`config.mk`:
```
export PLATFORM = sky130hd
export DESIGN_NAME = tsm_sleep_ctrl
export DESIGN_NICKNAME = d
export VERILOG_FILES = /design/src/logic/tsm_pkg.sv /design/src/logic/tsm_sleep_ctrl.sv
export SDC_FILE = /design/constraint.sdc
export NUM_CORES = 1
export LEC_CHECK = 0
export BUFFER_PORTS_ARGS = -buffer_cell sky130_fd_sc_hd__buf_2
export CAP_MARGIN = 5
export CORE_ASPECT_RATIO = 1.2
export CORE_UTILIZATION = 54
export CTS_BUF_LIST = sky130_fd_sc_hd__clkbuf_4 sky130_fd_sc_hd__clkbuf_8
export DETAILED_ROUTE_END_ITERATION = 8
export PLACE_DENSITY = 0.76
export SETUP_SLACK_MARGIN = 0.05
export SYNTH_ARGS = -nofsm -noshare
export SYNTH_HDL_FRONTEND = slang
export SYNTH_SLANG_ARGS = --single-unit
```
`constraint.sdc`:
```
create_clock -name mclk -period 4 [get_ports mclk]
set_input_delay 0.8 -clock mclk [delete_from_list [all_inputs] [get_ports mclk]]
set_output_delay 0.8 -clock mclk [all_outputs]
set_load 0.02 [all_outputs]
```
`src/logic/tsm_pkg.sv`:
```
// Constants, state types and carriers for the tracker sleep-mode controller.
// Assumes a single 200 MHz system clock with a synchronous active-high reset.
// Notes on behaviour
// - Light sleep needs selection, expired start-up timer, no movement, ignition off, no USB.
// - Five-minute start-up timer runs after every restart and blocks both sleep states.
// - Light sleep puts the satellite receiver to sleep and keeps the modem active.
// - Any wake source ends light sleep: movement, ignition, USB, high or panic record.
// - Light sleep suppresses periodic and event record saving.
// - Deep sleep puts the receiver to sleep and powers the modem down.
// - In deep sleep the modem is powered only while a server transmission runs.
// - Deep sleep needs deep selection, other light conditions, and send period above 60 s.
// - Any wake source ends deep sleep: movement, ignition, USB, high or panic record.
// - Deep sleep still saves records, stamped with the last valid fix.
// - Deep sleep records carry only the reduced element set.
// - The deep sleep element is always low priority and never wakes or sends.
// - Low records queue, high send at once, panic send and duplicate as text.
package tsm_pkg;

  localparam int unsigned CLK_HZ = 200_000_000;
  localparam int unsigned STARTUP_SEC = 300;
  localparam longint unsigned STARTUP_CYCLES = longint'(STARTUP_SEC) * CLK_HZ;
  localparam int unsigned DEEP_MIN_SEND_SEC = 60;
  localparam int unsigned SEND_PERIOD_W = 32;

  typedef enum logic [1:0] {
    PRIO_LOW,
    PRIO_HIGH,
    PRIO_PANIC
  } tsm_prio_e;

  typedef enum {
    ST_STARTUP,
    ST_ACTIVE,
    ST_LIGHT,
    ST_DEEP
  } tsm_state_e;

  // Element groups a record may carry; reduced set is used in deep sleep.
  typedef struct packed {
    logic digIn;
    logic anaIn;
    logic battVolt;
    logic battCurr;
    logic digOut;
    logic extVolt;
    logic movement;
    logic deepSleep;
    logic position;
    logic otherIo;
  } tsm_elem_s;

  localparam tsm_elem_s ELEM_ALL = 10'h3ff;
  localparam tsm_elem_s ELEM_DEEP = 10'h3fc;

  // Record request from the acquisition logic.
  typedef struct packed {
    logic valid;
    logic periodic;
    logic deepSleepElem;
    tsm_prio_e prio;
  } tsm_rec_s;

  // Record save command towards storage and transmit logic.
  typedef struct packed {
    logic save;
    logic sendNow;
    logic textCopy;
    logic useLastFix;
    tsm_elem_s elems;
  } tsm_save_s;

  localparam tsm_save_s SAVE_IDLE = '0;

endpackage

```
`src/logic/tsm_sleep_ctrl.sv`:
```
// Sleep-mode controller: picks active, light sleep or deep sleep and gates
// the satellite receiver, the cellular modem and record saving.
// Wake inputs come from pins and pass a three-stage synchroniser.
`timescale 1ns/1ps
module tsm_sleep_ctrl
  import tsm_pkg::*;
#(
  parameter longint unsigned STARTUP_COUNT = STARTUP_CYCLES
) (
  input wire logic mclk,
  input wire logic rst,
  input wire logic lightSelect,
  input wire logic deepSelect,
  input wire logic [SEND_PERIOD_W-1:0] sendPeriodSec,
  input wire logic accelMove,
  input wire logic ignition_input,
  input wire logic usbPresent,
  input wire tsm_rec_s recReq,
  input wire logic txRequest,
  output logic gnssSleep,
  output logic modemPower,
  output logic txGrant,
  output tsm_save_s recSave,
  output logic lightActive,
  output logic deepActive,
  output logic startupDone
);

  // Three-stage synchronisers for the wake pins, plus the settled level of each.
  // Stage zero may be metastable and is read only by stage one.
  logic [2:0] moveSync_q, moveSync_d;
  logic [2:0] ignSync_q, ignSync_d;
  logic [2:0] usbSync_q, usbSync_d;
  logic moveLvl_q, moveLvl_d;
  logic ignLvl_q, ignLvl_d;
  logic usbLvl_q, usbLvl_d;

  // A level changes only once the second and third stages agree.
  // While they differ the previous settled level is kept.
  function automatic logic settle(input logic [2:0] s, input logic cur);
    return (s[1] == s[2]) ? s[2] : cur;
  endfunction

  // High and panic records both demand immediate attention.
  function automatic logic isUrgent(input tsm_prio_e p);
    return p != PRIO_LOW;
  endfunction

  always_comb begin
    moveSync_d = {moveSync_q[1:0], accelMove};
    ignSync_d = {ignSync_q[1:0], ignition_input};
    usbSync_d = {usbSync_q[1:0], usbPresent};
    moveLvl_d = settle(moveSync_q, moveLvl_q);
    ignLvl_d = settle(ignSync_q, ignLvl_q);
    usbLvl_d = settle(usbSync_q, usbLvl_q);
  end

  always_ff @(posedge mclk) begin
    if (rst) begin
      moveSync_q <= 3'h0;
      ignSync_q <= 3'h0;
      usbSync_q <= 3'h0;
      moveLvl_q <= 1'b0;
      ignLvl_q <= 1'b0;
      usbLvl_q <= 1'b0;
    end else begin
      moveSync_q <= moveSync_d;
      ignSync_q <= ignSync_d;
      usbSync_q <= usbSync_d;
      moveLvl_q <= moveLvl_d;
      ignLvl_q <= ignLvl_d;
      usbLvl_q <= usbLvl_d;
    end
  end

  tsm_state_e state_q, state_d;
  // The start-up count covers five minutes of system clock, which needs more than 32 bits.
  // Counting stops once the count is reached so the timer never wraps.
  logic [63:0] timer_q, timer_d;
  logic gnssSleep_q, gnssSleep_d;
  logic modemPower_q, modemPower_d;
  logic txGrant_q, txGrant_d;
  tsm_save_s recSave_q, recSave_d;
  logic startupDone_q, startupDone_d;

  // Combinational decisions used by the next-state logic.
  logic urgentRec;
  logic wake;
  logic quiet;
  logic deepOk;

  always_comb begin
    // A deep sleep element record never counts as an urgent wake source.
    urgentRec = recReq.valid && !recReq.deepSleepElem
      && isUrgent(recReq.prio);
    wake = moveLvl_q || ignLvl_q || usbLvl_q || urgentRec;
    // Quiet means no wake pin is active and the start-up timer has run out.
    // Urgent records are kept out of quiet separately so that a record arriving on the
    // decision cycle keeps the unit awake.
    quiet = startupDone_q && !moveLvl_q && !ignLvl_q && !usbLvl_q;
    deepOk = deepSelect && (sendPeriodSec > SEND_PERIOD_W'(DEEP_MIN_SEND_SEC));
  end

  // Only the active state decides which sleep state to enter. Deep sleep is preferred
  // when both are selected and allowed, as it saves the most power.
  // A sleeping state is left only through a wake source; a change of configuration while
  // asleep takes effect after the next wake.
  always_comb begin
    state_d = state_q;
    timer_d = timer_q;
    startupDone_d = startupDone_q;
    unique case (state_q)
      ST_STARTUP: begin
        // Count cycles until the start-up time has passed; both sleep states wait for this.
        if (timer_q >= STARTUP_COUNT - 64'd1) begin
          startupDone_d = 1'b1;
          state_d = ST_ACTIVE;
        end else begin
          timer_d = timer_q + 64'd1;
        end
      end
      ST_ACTIVE: begin
        // Urgent records block entry on the cycle they arrive.
        if (quiet && !urgentRec && deepOk) begin
          state_d = ST_DEEP;
        end else if (quiet && !urgentRec && lightSelect) begin
          state_d = ST_LIGHT;
        end
      end
      ST_LIGHT: begin
        // Any one wake source is enough.
        if (wake) begin
          state_d = ST_ACTIVE;
        end
      end
      ST_DEEP: begin
        // Any one wake source is enough, but the modem is off so text messages cannot wake.
        if (wake) begin
          state_d = ST_ACTIVE;
        end
      end
    endcase
  end

  // Gating outputs follow the next state so that they change on the same edge as the
  // mode flags. The modem follows the transmit request in deep sleep, one cycle late.
  // Record saving uses the present state: a record on the cycle that ends light sleep
  // is dropped, as the unit was still asleep when it arrived.
  always_comb begin
    gnssSleep_d = (state_d == ST_LIGHT) || (state_d == ST_DEEP);
    modemPower_d = 1'b1;
    // Transmission is held off in light sleep; in deep sleep it powers the modem.
    txGrant_d = txRequest && (state_d != ST_LIGHT);
    if (state_d == ST_DEEP) begin
      modemPower_d = txRequest;
    end
    recSave_d = SAVE_IDLE;
    if (recReq.valid && state_q != ST_LIGHT) begin
      recSave_d.save = 1'b1;
      recSave_d.elems = ELEM_ALL;
      // The deep sleep element stays low priority whatever the request says.
      if (!recReq.deepSleepElem) begin
        recSave_d.sendNow = isUrgent(recReq.prio);
        recSave_d.textCopy = (recReq.prio == PRIO_PANIC);
      end
      // Deep sleep records keep the last valid fix and only the reduced element set.
      if (state_q == ST_DEEP) begin
        recSave_d.useLastFix = 1'b1;
        recSave_d.elems = ELEM_DEEP;
      end
    end
  end

  // Reset puts the unit back in start-up with the receiver and modem powered, so a
  // restart always runs the full start-up time before any sleep.
  always_ff @(posedge mclk) begin
    if (rst) begin
      state_q <= ST_STARTUP;
      timer_q <= 64'h0;
      startupDone_q <= 1'b0;
      gnssSleep_q <= 1'b0;
      modemPower_q <= 1'b1;
      txGrant_q <= 1'b0;
      recSave_q <= SAVE_IDLE;
    end else begin
      state_q <= state_d;
      timer_q <= timer_d;
      startupDone_q <= startupDone_d;
      gnssSleep_q <= gnssSleep_d;
      modemPower_q <= modemPower_d;
      txGrant_q <= txGrant_d;
      recSave_q <= recSave_d;
    end
  end

  logic lightActive_q, lightActive_d;
  logic deepActive_q, deepActive_d;

  // The mode flags report the state being entered, in step with the gating outputs.
  always_comb begin
    lightActive_d = (state_d == ST_LIGHT);
    deepActive_d = (state_d == ST_DEEP);
  end

  always_ff @(posedge mclk) begin
    if (rst) begin
      lightActive_q <= 1'b0;
      deepActive_q <= 1'b0;
    end else begin
      lightActive_q <= lightActive_d;
      deepActive_q <= deepActive_d;
    end
  end

  // Every output is taken straight from a register.
  assign gnssSleep = gnssSleep_q;
  assign modemPower = modemPower_q;
  assign txGrant = txGrant_q;
  assign recSave = recSave_q;
  assign lightActive = lightActive_q;
  assign deepActive = deepActive_q;
  assign startupDone = startupDone_q;

endmodule // tsm_sleep_ctrl

```
==> run_results.csv <==
group,metric,value,unit
critical_path,critPathMaxFanout,35,
clocking,cts_root_buffer,"clkbuf_8",
global_route,grt_first_pass_wirelength,16000,um
die,die_area,9300,sq um
timing,tightest_slew,937,ps
timing,skew,7.06,ps
critical_path,cpLargestDelayFamily,"simple AND/OR/NAND/NOR gates",
global_route,grt_max_degree,84,
die,initial_core_util,55.9,%
final_layout,final_cell_mix,"dfxtp_1, buf_2, nor2b_1",
clocking,cts_tree,"yes",
critical_path,path_cells,"or4_1 > a31oi_1 > nand4_1 > or3_2 > buf_4 > or4_1 > a21oi_1",
worst_hold_path,hold_path_class,"flip-flop to flip-flop",
final_layout,n_fill_cell,741,
worst_hold_path,whs_path_depth,1,
detailed_routing,routed_wl,9330,um
clocking,cts_buffer_depth,2,
critical_path,arrival,3460,ps
detailed_routing,dr.pass1.iters,4,
synthesis,ys_seq_area_share,49.9,%
clocking,cts.sinks,120,
critical_path,r2r-start,"timer_q[36]",
die,dieWidth,88.2,um
pwr,switchingPower,0.000517,W
timing,fin_setup_tns,0,ps
worst_hold_path,min-delay-start,"moveSync_q[0]",
pwr,p_int,0.00186,W
status,outcome,"complete, no violations",
pwr,cellPowerDensity,432,nW/um^2
clocking,clk_transition_reported_paths,70,ps
synthesis,syn_area_per_cell,9.50,sq um
timing,min_period_over_period,77.9,%
final_layout,num_antenna_cells,0,
detailed_routing,drt-vias-per-instance,5.69,
job,maxCapViolCount,0,
clocking,cts_resized,0,
placement,placed_cells,651,
timing,rsz0062_at_grt,"no",
critical_path,cp_slowest_cell,"or3_2",
timing,timing.fmax,321,MHz
pwr,p_clk_share,45.8,%
placement,pre_cts_slack,926,ps
detailed_routing,wl_per_cell,13.7,um
clocking,postCtsSetupBuffers,0,
timing,final.min_clock_period,3120,ps
pwr,vdd_drop_max,0.254,mV
detailed_routing,drtAntennaViolNets,0,
timing,timing.final.ws_setup,883,ps
critical_path,end_kind,"flip-flop",
critical_path,crit_top_cell,"or4_1",
final_layout,final_cells,682,
clocking,hold_buffers,0,
critical_path,start_kind,"flip-flop",
placement,hpwl,6070,um
global_route,antenna_found_initial,0,
critical_path,worstRegToRegCells,7,
synthesis,synthArstFlopShare,0,%
timing,final_max_slew_viol_count,0,
final_layout,multi_input_area,2170,sq um
final_layout,area_growth,14.4,%
critical_path,worstReg2RegEnd,"timer_q[23]",
placement,place.gp.congestion,0.776,
detailed_routing,vias,3879,
synthesis,synth_edf_count,0,
final_layout,seqCellArea,2400,sq um
die,core,8610,sq um
critical_path,r2r_slack,880,ps
timing,relSlewSlack,37.0,%
detailed_routing,drc,0,
final_layout,nNetsFinal,599,
pwr,swShare,21.8,%
synthesis,ys_warn_count,0,
global_route,grt-ovfl-total,0,
synthesis,synth-seq-cells,120,
final_layout,layout_commonest_cell,"dfxtp_1",
critical_path,crit_path_max_incr_delay,810,ps
detailed_routing,drt_iter0_drc,299,
synthesis,syn_area,4810,sq um
pwr,power_frac_seq,50.9,%
critical_path,crit_type,"flip-flop to flip-flop",
die,num_io_pins,65,
clocking,clk-insertion-delay-late,420,ps
pwr,power_leakage,2.12,nW
critical_path,worstPathRequired,4350,ps
synthesis,syn_nets,553,
die,rows,37,
clocking,cts_inserted_buffers,17,
synthesis,synthDistinctLibCells,46,
pwr,pwr-share-comb,3.3,%
placement,portBuffers,63,
critical_path,worst-path-buf-inv,1,
synthesis,synth_flop_cell,"dfxtp_1",
global_route,grt_pass1_vias,3728,
clocking,htree_num_levels,4,
timing,finalHoldViolations,0,
die,die_h,105,um
timing,finalSetupViolations,0,
global_route,grt_use_total,21.6,%
worst_hold_path,holdPathEnd,"moveSync_q[1]",
final_layout,layout-drive-gt1-share,20.7,%
synthesis,syn_inst,507,
[layout make-up]
cell class,count,area share (%)
clock buffers,19,4.52
clock inverters,12,2.79
inverters,7,0.477
multi-input cells,338,39.4
flip-flops and latches,120,43.6
well taps,117,2.66
repair buffers,69,6.54
[metrics by stage]
step / instance area [sq um] / util [%] / hold WS, ps / total power [W]
after CTS: 5510 / 64.0 / 446 / 0.00240
after floorplan: 4810 / - / 414 / 0.00129
after global placement: 5110 / 59.3 / 434 / 0.00131
after detailed placement: 5110 / 59.3 / 429 / 0.00132
final: 5510 / 64.0 / 440 / 0.00238
after global routing: 5510 / 64.0 / 464 / 0.00246
[power groups by stage]
stage	Sequential (W)	Combinational [W]	Clock (W)
2_1_floorplan	0.00124	0.0000474	0
3_3_place_gp	0.00124	0.0000779	0
3_5_place_dp	0.00124	0.0000800	0
4_1_cts	0.00121	0.0000801	0.00111
5_1_grt	0.00121	0.0000879	0.00117
6_report	0.00121	0.0000794	0.00109
[registers in the layout, indices dropped and copies added (netlist names)]
signal and count:
deepActive 1, gnssSleep 1, ignLvl_q 1, ignSync_q 3, lightActive 1, modemPower 1
moveLvl_q 1, moveSync_q 3, recSave 6, startupDone 1, state_q 32, timer_q 64
txGrant 1, usbLvl_q 1, usbSync_q 3
[how the worst max path moves through the flow]
stage                       from           to  depth (start not counted)  slack (ps)
3_3_place_gp         timer_q[36]  timer_q[29]                          7         980
4_1_cts              timer_q[36]  timer_q[29]                          7         900
2_1_floorplan  sendPeriodSec[30]  state_q[10]                          7        1530
3_5_place_dp         timer_q[36]   timer_q[7]                          7         930
6_report             timer_q[36]  timer_q[23]                          7         880
5_1_grt               timer_q[0]   timer_q[7]                          8         670
[kinds of logic (layout without fill, tap and decap cells)]
kind of cell    after synthesis  count (layout)  share of synthesized area (%)
simple gates                217             217                           26.8
flops                       120             120                           49.9
compound gates              115             115                           16.8
buf+inv                      49             107                           5.02
mux                           5               5                           1.14
fa+ha+maj                     1               1                          0.260
[metal layers]
| metal | track usage (%) | vias up | part of all wire [%] |
|---|---|---|---|
| met4 | 8.87 | 0 | 1.5 |
| met2 | 36.7 | 72 | 50 |
| met1 | 25.2 | 1823 | 45 |
| li1 | - | 1971 | - |
| met3 | 5.87 | 13 | 3.3 |
| met5 | 0 | - | 0 |
[synthesized netlist by cell type, drive strengths merged, types with 4 or more instances]
| cell | n | area [sq um] |
|---|---|---|
| a21boi | 29 | 218 |
| a21oi | 28 | 140 |
| and2 | 7 | 43.8 |
| and3 | 10 | 62.6 |
| buf | 26 | 155 |
| clkbuf | 16 | 60.1 |
| dfxtp | 120 | 2400 |
| inv | 7 | 26.3 |
| mux2 | 4 | 45.0 |
| nand2 | 23 | 86.3 |
| nand3 | 21 | 105 |
| nand4 | 13 | 81.3 |
| nand4b | 4 | 35.0 |
| nor2 | 20 | 75.1 |
| nor2b | 44 | 275 |
| nor3 | 7 | 35.0 |
| nor4 | 25 | 175 |
| o21ai | 8 | 40.0 |
| o311ai | 12 | 105 |
| o31ai | 17 | 128 |
| o41ai | 12 | 105 |
| or2 | 11 | 68.8 |
| or3 | 4 | 25.0 |
| or4 | 20 | 150 |
[worst reg2reg max path: stages, from the launching register on]
cell,delay (ps)
dfxtp_1,310
or4_1,550
a31oi_1,220
nand4_1,170
or3_2,810
buf_4,320
or4_1,520
a21oi_1,150
No activity file was read; power rests on OpenSTA's default activity.
